===== config.mk =====
export PLATFORM = sky130hd
export DESIGN_NAME = rre_exec
export DESIGN_NICKNAME = d
export VERILOG_FILES = /design/src/rre_pkg.sv /design/src/rre_rotate.sv /design/src/rre_exec.sv
export SDC_FILE = /design/constraint.sdc
export NUM_CORES = 1
export LEC_CHECK = 0
export ABC_AREA = 1
export BUFFER_PORTS_ARGS = -buffer_cell sky130_fd_sc_hd__buf_4
export CAP_MARGIN = 40
export CORE_ASPECT_RATIO = 0.8
export CORE_UTILIZATION = 41
export DETAILED_ROUTE_END_ITERATION = 12
export PLACE_DENSITY = 0.86
export SLEW_MARGIN = 10
export SYNTH_ARGS = -nofsm -noshare
export SYNTH_HDL_FRONTEND = slang
export SYNTH_SLANG_ARGS = --single-unit

===== constraint.sdc =====
create_clock -name core_clk_i -period 1.4 [get_ports core_clk_i]
set_clock_uncertainty 0.15 [all_clocks]
set_input_delay 0.28 -clock core_clk_i [delete_from_list [all_inputs] [get_ports core_clk_i]]
set_output_delay 0.28 -clock core_clk_i [all_outputs]
set_load 0.01 [all_outputs]

===== src/rre_pkg.sv =====
// Purpose: Shared constants and types for the return and rotate executor
// Assumes: 8-bit data path, 15-bit program counter
// Notes:   Cycle counts are whole instruction cycles of core_clk_i
package rre_pkg;
    localparam int DATA_W_DEF  = 8;
    localparam int PC_W_DEF    = 15;
    localparam int ADDR_W      = 7;
    // Global enable position inside the interrupt control register
    localparam int GLB_EN_BIT  = 7;
    localparam int RET_CYCLES  = 2;
    localparam int ROT_CYCLES  = 1;
    localparam logic DEST_W    = 1'h0;
    localparam logic DEST_F    = 1'h1;
    localparam logic DIR_LEFT  = 1'h0;
    localparam logic DIR_RIGHT = 1'h1;

    typedef enum logic [2:0] {
        RRE_OP_NONE     = 3'h0,
        RRE_OP_RET_IRQ  = 3'h1,
        RRE_OP_RETURN   = 3'h2,
        RRE_OP_RET_LIT  = 3'h3,
        RRE_OP_ROT_LEFT = 3'h4,
        RRE_OP_ROT_RGHT = 3'h5
    } rre_op_t;

    typedef enum logic [0:0] {
        RRE_ST_IDLE   = 1'h0,
        RRE_ST_SECOND = 1'h1
    } rre_state_t;
endpackage


===== src/rre_rotate.sv =====
// Purpose: One-bit rotate through carry, either direction
// Assumes: Purely combinational, used inside one cycle
// Notes:   Width is a parameter; carry is the extra ring bit
`timescale 1ns/1ps
module rre_rotate #(
    parameter int WIDTH = 8
) (
    input  wire logic [WIDTH-1:0] data_i,
    input  wire logic             carry_i,
    input  wire logic             dir_i,
    output logic      [WIDTH-1:0] result_o,
    output logic                  carry_o
);
    import rre_pkg::*;

    initial begin
        if (WIDTH < 2) begin
            $error("rre_rotate: WIDTH must be at least 2");
        end
    end

    always_comb begin
        if (dir_i == DIR_LEFT) begin
            result_o = {data_i[WIDTH-2:0], carry_i};
            carry_o  = data_i[WIDTH-1];
        end else begin
            result_o = {carry_i, data_i[WIDTH-1:1]};
            carry_o  = data_i[0];
        end
    end
endmodule


===== src/rre_exec.sv =====
// Purpose: Executes return and rotate-through-carry operations
// Assumes: Decoded op arrives with operands valid in the same cycle
// Notes:   Ops offered while busy are ignored; fetch must hold off
`timescale 1ns/1ps
module rre_exec #(
    parameter int DATA_W = rre_pkg::DATA_W_DEF,
    parameter int PC_W   = rre_pkg::PC_W_DEF
) (
    input  wire logic                   core_clk_i,
    input  wire logic                   reset_n_i,
    input  wire logic                   op_valid_i,
    input  wire rre_pkg::rre_op_t       op_code_i,
    input  wire logic [DATA_W-1:0]      literal_i,
    input  wire logic                   dest_i,
    input  wire logic [rre_pkg::ADDR_W-1:0] file_addr_i,
    input  wire logic [DATA_W-1:0]      file_data_i,
    input  wire logic                   carry_i,
    input  wire logic [PC_W-1:0]        stack_top_i,
    input  wire logic [DATA_W-1:0]      irq_ctrl_i,
    output logic                        busy_o,
    output logic                        done_o,
    output logic                        stack_pop_o,
    output logic                        pc_load_o,
    output logic [PC_W-1:0]             pc_value_o,
    output logic                        w_we_o,
    output logic                        file_we_o,
    output logic [rre_pkg::ADDR_W-1:0]  file_addr_o,
    output logic [DATA_W-1:0]           result_o,
    output logic                        carry_we_o,
    output logic                        carry_o,
    output logic                        irq_ctrl_we_o,
    output logic [DATA_W-1:0]           irq_ctrl_wdata_o
);
    import rre_pkg::*;

    initial begin
        if (DATA_W <= GLB_EN_BIT) begin
            $error("rre_exec: DATA_W too narrow for global enable bit");
        end
        if (PC_W < 1) begin
            $error("rre_exec: PC_W must be positive");
        end
    end

    function automatic logic is_ret(input rre_op_t op);
        is_ret = (op == RRE_OP_RET_IRQ) || (op == RRE_OP_RETURN) || (op == RRE_OP_RET_LIT);
    endfunction

    function automatic logic is_rot(input rre_op_t op);
        is_rot = (op == RRE_OP_ROT_LEFT) || (op == RRE_OP_ROT_RGHT);
    endfunction

    rre_state_t         state_ff;
    rre_state_t         nxt_state;
    logic               busy_ff;
    logic               done_ff;
    logic               pop_ff;
    logic               pc_load_ff;
    logic [PC_W-1:0]    pc_value_ff;
    logic               w_we_ff;
    logic               file_we_ff;
    logic [ADDR_W-1:0]  file_addr_ff;
    logic [DATA_W-1:0]  result_ff;
    logic               carry_we_ff;
    logic               carry_ff;
    logic               irq_we_ff;
    logic [DATA_W-1:0]  irq_wdata_ff;
    logic               take;
    logic [DATA_W-1:0]  rot_result;
    logic               rot_carry;
    logic               rot_dir;
    logic               fwd_file;
    logic [DATA_W-1:0]  rot_data;
    logic               rot_cin;

    // Only one op in flight; the second return cycle refuses new work
    assign take    = op_valid_i && (state_ff == RRE_ST_IDLE);
    assign rot_dir = (op_code_i == RRE_OP_ROT_RGHT) ? DIR_RIGHT : DIR_LEFT;

    // Writes land at the far side one edge late; a chained rotate must see them now
    assign fwd_file = file_we_ff && (file_addr_ff == file_addr_i);
    assign rot_data = fwd_file ? result_ff : file_data_i;
    assign rot_cin  = carry_we_ff ? carry_ff : carry_i;

    rre_rotate #(
        .WIDTH (DATA_W)
    ) u_rotate (
        .data_i   (rot_data),
        .carry_i  (rot_cin),
        .dir_i    (rot_dir),
        .result_o (rot_result),
        .carry_o  (rot_carry)
    );

    // Returns hold a second cycle for the pipeline refill
    always_comb begin
        nxt_state = state_ff;
        case (state_ff)
            RRE_ST_IDLE: begin
                if (take && is_ret(op_code_i)) begin
                    nxt_state = RRE_ST_SECOND;
                end
            end
            RRE_ST_SECOND: begin
                nxt_state = RRE_ST_IDLE;
            end
            default: begin
                nxt_state = RRE_ST_IDLE;
            end
        endcase
    end

    always_ff @(posedge core_clk_i) begin
        if (!reset_n_i) begin
            state_ff <= RRE_ST_IDLE;
            busy_ff  <= 1'h0;
        end else begin
            state_ff <= nxt_state;
            busy_ff  <= (nxt_state == RRE_ST_SECOND);
        end
    end

    // Done marks the last cycle of any op: second for returns, first for rotates
    always_ff @(posedge core_clk_i) begin
        if (!reset_n_i) begin
            done_ff <= 1'h0;
        end else begin
            done_ff <= (state_ff == RRE_ST_SECOND) || (take && is_rot(op_code_i));
        end
    end

    // Stack pop and PC reload issued together in the first return cycle
    always_ff @(posedge core_clk_i) begin
        if (!reset_n_i) begin
            pop_ff      <= 1'h0;
            pc_load_ff  <= 1'h0;
            pc_value_ff <= '0;
        end else begin
            pop_ff     <= take && is_ret(op_code_i);
            pc_load_ff <= take && is_ret(op_code_i);
            if (take && is_ret(op_code_i)) begin
                pc_value_ff <= stack_top_i;
            end
        end
    end

    // Accumulator and file writes share one result path
    always_ff @(posedge core_clk_i) begin
        if (!reset_n_i) begin
            w_we_ff      <= 1'h0;
            file_we_ff   <= 1'h0;
            file_addr_ff <= '0;
            result_ff    <= '0;
        end else begin
            w_we_ff    <= 1'h0;
            file_we_ff <= 1'h0;
            if (take && op_code_i == RRE_OP_RET_LIT) begin
                w_we_ff   <= 1'h1;
                result_ff <= literal_i;
            end else if (take && is_rot(op_code_i)) begin
                result_ff    <= rot_result;
                file_addr_ff <= file_addr_i;
                w_we_ff      <= (dest_i == DEST_W);
                file_we_ff   <= (dest_i == DEST_F);
            end
        end
    end

    // Carry is the only status touched; Z and DC stay with the core
    always_ff @(posedge core_clk_i) begin
        if (!reset_n_i) begin
            carry_we_ff <= 1'h0;
            carry_ff    <= 1'h0;
        end else begin
            carry_we_ff <= take && is_rot(op_code_i);
            if (take && is_rot(op_code_i)) begin
                carry_ff <= rot_carry;
            end
        end
    end

    // Read-modify-write keeps the other interrupt control bits intact
    always_ff @(posedge core_clk_i) begin
        if (!reset_n_i) begin
            irq_we_ff    <= 1'h0;
            irq_wdata_ff <= '0;
        end else begin
            irq_we_ff <= take && op_code_i == RRE_OP_RET_IRQ;
            if (take && op_code_i == RRE_OP_RET_IRQ) begin
                irq_wdata_ff             <= irq_ctrl_i;
                irq_wdata_ff[GLB_EN_BIT] <= 1'h1;
            end
        end
    end

    assign busy_o           = busy_ff;
    assign done_o           = done_ff;
    assign stack_pop_o      = pop_ff;
    assign pc_load_o        = pc_load_ff;
    assign pc_value_o       = pc_value_ff;
    assign w_we_o           = w_we_ff;
    assign file_we_o        = file_we_ff;
    assign file_addr_o      = file_addr_ff;
    assign result_o         = result_ff;
    assign carry_we_o       = carry_we_ff;
    assign carry_o          = carry_ff;
    assign irq_ctrl_we_o    = irq_we_ff;
    assign irq_ctrl_wdata_o = irq_wdata_ff;
endmodule


==> metrics.md, run 1 <==
| Metric | Value |
|---|---|
| Synthesized area | 0.002037 sq mm |
| Cell count after synthesis | 278 |
| Highest clock rate | 0.6296 GHz |
| Num CTS Buffers | 5 |
| GPL Wtd Cong | 0.8390 |
| HP Class | primary input to flip-flop |
| Met3 usage | 6.338% |
| Initial DRC count | 174 |
| Placed cell area | 0.003012 sq mm |
| Arrival time worst endpoint | 1.66 ns |
| Final nets | 453 |
| Register area | 934.6 sq um |
| DIE WIDTH | 80.81 microns |
| Dpl hpwl | 4209 microns |
| CP Cell Sequence | inv_2 > nand2_1 > nand2_1 > inv_2 > nand2_4 > nor2_8 > buf_12 > nand3_1 > nand3_1 > nand3_2 > a21oi_2 |
| Largest net degree at the start of global routing | 30 |
| Hold Buf Count CTS | 0 |
| Row count | 22 |
| CP required | 1.47 ns |
| Max-Cap Viols | 0 |
| CTS tree | built |
| CTS H-Tree Depth | 2 |
| Fill cells | 369 |
| Fin. Hold Viols | 0 |
| Ys async rst share | 0% |
| Most frequent cells after synthesis | nor2_1 (55), dfxtp_1 (46), nand2_1 (32) |
| Most frequent cell after synthesis | nor2_1 |
| Post-route cell area | 0.003388 sq mm |
| Clock Tree Buf Depth | 2 |
| Final Max Tran Viols | 0 |
| CP max-delay cell | dfxtp_4 |
| Slew @ Worst Pin | 0.3570 ns |
| Post-layout min period | 1.588 ns |
| Yosys top cell by area | dfxtp_1 |
| Critical Path Max Stage Delay | 0.38 ns |
| Average vias per placed instance | 4.980 |
| Share of layout cells above drive strength 1 | 52.13% |
| First-pass DRT Iterations | 4 |
| Post-Syn Area per Cell | 7.327 sq um |
| Vias in the first global route | 2116 |
| Core area | 0.004679 sq mm |
| PwrDens | 893.6 mW/mm^2 |
| Clk slew on worst S/H paths | 0.08 ns |
| Pwr Total | 3.028 mW |
| Final Cycle Share | 113.4% |
| Post-synth top flop | dfxtp_1 |
| Yosys cell types | 27 |
| Routed WL per cell | 12.83 microns |
| ANT cells | 0 |
| Syn. warnings | 0 |
| Syn Nets | 332 |
| VDD IR max | 0.6214 mV |
| R2r setup slk | -0.19 ns |
| Outcome | finished with violations |
| Overflow after GRT | 0 |
| Post-synth top area share | 45.21% |
| Startpoint Class | flip-flop |
| GRT met2 Usage | 39.29% |
| Total wire length | 5890 microns |
| Synth Register Bits | 46 |
| Setup CP Type | flip-flop to flip-flop |
| Failing checks | setup timing |
| Most Crowded Layer GR | met2 |
| Tot GR Track Use | 22.48% |
| Post-synthesis sequential area ratio | 45.21% |
| RSZ-0062 raised after global routing | true |
| Die H | 65.05 microns |
| Lkg Pwr | 1.615 nW |
| Setup ws final | -0.1883 ns |
| Multi-input logic area | 0.001142 sq mm |
| Initial antenna violation count | 0 |
| Via count | 2286 |
| Post-synth EDFFs | 0 |
| First-pass GRT wire length | 9149 microns |
| Crit end category | flip-flop |
| Starting Density | 43.53% |
| Area Growth Syn to Fin | 66.34% |
| Ranking of synthesized cells by area | dfxtp_1 (45%), nor2_1 (10%), nand3_1 (7.4%) |
| Final setup fails | 9 |
| CP Max Fanout | 8 |
| DRC viols | 0 |
| Sinks on the clock net | 46 |
| I/O pin total | 101 |
| Root Buffer | clkbuf_8 |
| Final ANT Viol Nets | 0 |
| # port buffers | 99 |
| Relative slew margins | 76.20% |
| Met1 Use GR | 27.29% |
| Clock Latency Late Sink | 0.29 ns |
| Die area | 0.005256 sq mm |
-- report_power, final --
part           switching (mW)  internal (mW)
sequential             0.0479           1.37
clock                   0.415          0.571
combinational           0.297          0.323
-- worst max-delay path: cells and delay by family (launching register included) --
kind / cells / cell delay [ns]
compound gates: 1 / 0.12
buf+inv: 3 / 0.24
flops: 1 / 0.38
simple gates: 7 / 0.64
-- cells by family (layout without fill, tap and decap cells) --
| logic type | after synthesis | after routing | synth area share (%) |
|---|---|---|---|
| flip-flops | 46 | 46 | 45.21 |
| XOR/XNOR | 1 | 1 | 0.4301 |
| AO/OA/AOI/OAI | 60 | 60 | 16.65 |
| AND/OR/NAND/NOR | 128 | 128 | 28.87 |
| buffers and inverters | 43 | 164 | 8.845 |
-- what timing repair did --
item | 4_1_cts | 5_1_grt
setup buffers | 2 | 2
pin swaps | 15 | 23
gates resized for setup | 13 | 59
endpoints found under the setup margin | 31 | 39
-- area by class of cell --
cell class,count,area share (%)
Clock buffer,6,2.437
Clock inverter,1,0.8863
Multi-Input combinational cell,189,33.72
Sequential cell,46,27.58
Timing Repair Buffer,123,28.91
Inverter,34,4.247
Tap cell,60,2.216
-- final timing paths --
| path | startpoint | cells after the start | to |
|---|---|---|---|
| setup / recovery | file_addr_o[6] | 11 | result_o[1] |
| hold / removal | dest_i | 2 | w_we_o |
| setup reg to reg | file_addr_o[6] | 11 | result_o[1] |
| hold reg to reg | file_addr_o[0] | 2 | file_addr_o[0] |
-- through the flow --
stage / std cells / setup TNS, ns / utilization [%] / hold WS (ns) / setup slack [ns]
floorplan: 278 / -0.09435 / - / 0.2279 / -0.03818
global placement: 448 / -1.980 / 64.36 / 0.3034 / -0.1817
detailed placement: 448 / -2.707 / 64.36 / 0.3205 / -0.2443
CTS: 457 / -0.9920 / 68.58 / 0.005826 / -0.1300
global route: 459 / -2.704 / 72.41 / 0.001850 / -0.2742
finish: 459 / -1.214 / 72.41 / 0.01249 / -0.1883
-- sequential cells by signal, summed over array words and instances (netlist names) --
name,cells
carry_we_o,1
pc_load_o,1
irq_ctrl_we_o,1
w_we_o,1
busy_o,1
file_addr_o,7
result_o,8
file_we_o,1
done_o,1
pc_value_o,15
irq_ctrl_wdata_o,8
carry_o,1
-- cells in the final DEF, fill, tap and decap left out, types with 9 or more instances in the layout --
| master | netlist | final |
|---|---|---|
| inv_1 | 28 | 23 |
| o21ai_2 | 1 | 14 |
| nand2_1 | 32 | 26 |
| nand3_1 | 30 | 20 |
| nor2_1 | 55 | 43 |
| a21oi_1 | 19 | 16 |
| o21ai_1 | 9 | 9 |
| nor2_2 | 2 | 12 |
| nand3_2 | 1 | 10 |
| dfxtp_1 | 46 | 37 |
| buf_4 | 1 | 116 |
-- layer usage --
metal	wire [microns]	vias up
li1	-	1146
met1	2427	1051
met2	2995	87
met3	449	2
met4	18	0
met5	0	-
No activity file was read; power rests on OpenSTA's default activity.
==> inputs of run 2 (changes only) <==
CELL_PAD_IN_SITES_DETAIL_PLACEMENT = 1   (was unset)
CELL_PAD_IN_SITES_GLOBAL_PLACEMENT = 2   (was unset)
CORE_MARGIN = 1.5   (was unset)
CORE_UTILIZATION = 21   (was 41)
PLACE_DENSITY = 0.85   (was 0.86)
==> run 2 against run 1 <==
  * The flow still finishes with violations (setup timing)
  * Global-route usage decreased by 8.3 points
  * Hold slack better by 0.014 ns
  * Via count up 2.9%
  * Worst setup slack got worse by 0.012 ns
  * Sequential share of layout area shrank 2.8 points
  * Design area grew 11%
==> metrics.md, run 2 (synthesized netlist as in run 1, its figures left out) <==
| Metric | Value |
|---|---|
| Failing checks | setup timing |
| Tot GR Track Use | 14.19% |
| Clk slew on worst S/H paths | 0.06 ns |
| Met3 usage | 4.139% |
| Dpl hpwl | 5417 microns |
| Routed WL per cell | 14.10 microns |
| Hold Buf Count CTS | 0 |
| Clock Tree Buf Depth | 2 |
| Clock Latency Late Sink | 0.28 ns |
| Outcome | finished with violations |
| CTS tree | built |
| CTS H-Tree Depth | 2 |
| Register area | 934.6 sq um |
| First-pass GRT wire length | 11660 microns |
| Hold WS | 0.02640 ns |
| # port buffers | 99 |
| Setup ws final | -0.1998 ns |
| Via count | 2353 |
| Sinks on the clock net | 46 |
| Post-layout min period | 1.600 ns |
| Die area | 0.01030 sq mm |
| Commonest cells after routing, fill and taps aside | buf_4 (128), nor2_1 (38), dfxtp_1 (37) |
| R2r setup slk | -0.20 ns |
| Final ANT Viol Nets | 0 |
| Finished Layout Cells | 532 |
| Largest net degree at the start of global routing | 30 |
| DRC viols | 0 |
| PwrDens | 955.8 mW/mm^2 |
| VDD IR max | 0.4791 mV |
| Initial DRC count | 68 |
| Final Cycle Share | 114.3% |
| Inst Count DP | 513 |
| Root Buffer | clkbuf_16 |
| Startpoint Class | flip-flop |
| Final setup fails | 24 |
| CP required | 1.47 ns |
| First-pass DRT Iterations | 4 |
| Most Crowded Layer GR | met2 |
| Arrival time worst endpoint | 1.67 ns |
| Met1 Use GR | 17.26% |
| Relative slew margins | 75.58% |
| DIE WIDTH | 113.1 microns |
| Max-Cap Viols | 0 |
| Row count | 31 |
| Setup CP Type | flip-flop to flip-flop |
| Fill cells | 1116 |
| Slew @ Worst Pin | 0.3663 ns |
| RSZ-0062 raised after global routing | true |
| Placed cell area | 0.003156 sq mm |
| Lkg Pwr | 1.754 nW |
| Core area | 0.009231 sq mm |
| Crit end category | flip-flop |
| GPL Wtd Cong | 0.7676 |
| Final nets | 470 |
| Total wire length | 7500 microns |
| Fin. Hold Viols | 0 |
| CP Max Fanout | 8 |
| Num CTS Buffers | 5 |
| Pre-CTS setup slack | -0.2396 ns |
| Most common cell after layout, fill and taps aside | buf_4 |
| Starting Density | 22.07% |
| Average vias per placed instance | 4.423 |
| HP Class | primary input to flip-flop |
| Overflow after GRT | 0 |
| Max reg flops | 15 |
| Multi-input logic area | 0.001239 sq mm |
| Vias in the first global route | 2433 |
| ANT cells | 0 |
| Die H | 91.09 microns |
| Share of layout cells above drive strength 1 | 56.35% |
| Final Max Tran Viols | 0 |
| Area Growth Syn to Fin | 84.83% |
| Initial antenna violation count | 0 |
| GRT met2 Usage | 23.89% |
| I/O pin total | 101 |
| Post-route cell area | 0.003765 sq mm |
| Highest clock rate | 0.6251 GHz |
-- run 2: cell types whose count changed in the layout (fill, tap and decap cells not counted), moves of 3 or more --
cell       previous run  this run
buf_4               116       128
nand2_2               7        12
nand2_1              26        21
o21ai_2              14        10
inv_2                 5         9
inv_1                23        20
buf_6                 3         9
nor2_1               43        38
nor2_4                2        16
clkbuf_8              6         0
nor2_2               12         3
clkbuf_16             0         6
-- run 2: worst paths after layout --
path	from	end	depth (start not counted)
worst max-delay path	file_addr_o[6]	result_o[3]	8
worst max register to register	file_addr_o[6]	result_o[3]	8
worst min register to register	file_addr_o[5]	file_addr_o[5]	2
worst min-delay path	dest_i	w_we_o	2
-- run 2: where the power goes --
group          switching [mW]  leakage (nW)  internal [mW]
Sequential             0.0615         0.380           1.38
Clock                   0.514        0.0922          0.954
Combinational           0.327          1.28          0.367
Total                   0.902          1.75           2.70
-- run 2: metrics by stage --
step / TNS, ns / utilization (%) / total power, mW
6_report: -1.564 / 40.78 / 3.599
5_1_grt: -4.183 / 40.78 / 3.793
4_1_cts: -1.133 / 38.00 / 3.565
3_5_place_dp: -4.395 / 34.18 / 2.032
3_3_place_gp: -2.898 / 34.18 / 2.012
2_1_floorplan: -0.09435 / - / 1.690
-- run 2: final cells by class --
cell class | count | share of cell area, %
multi-input combinational | 189 | 32.90
tap | 115 | 3.822
timing repair buffer | 140 | 29.68
inverter | 34 | 3.755
clock inverter | 2 | 1.030
sequential | 46 | 24.83
clock buffer | 6 | 3.988
-- run 2: worst max-delay path: stages (launching register included) --
cell and delay, ns:
dfxtp_4 0.36, a21boi_2 0.12, nand2_2 0.10, nor2_8 0.22, buf_4 0.15, nand3_2 0.07
nand3_1 0.11, nand3_1 0.11, a21oi_1 0.14
-- run 2: timing repair --
| item | in CTS | in global routing |
|---|---|---|
| resized for setup | 36 | 68 |
| pin swaps | 19 | 25 |
| setup endpoints to repair | 32 | 40 |
| buffers inserted | 6 | 6 |
-- run 2: routing by layer --
| metal | vias to the layer above | part of all wire [%] |
|---|---|---|
| met2 | 65 | 49 |
| met5 | - | 0 |
| met4 | 0 | 2.0 |
| li1 | 1180 | - |
| met1 | 1094 | 43 |
| met3 | 14 | 5.8 |
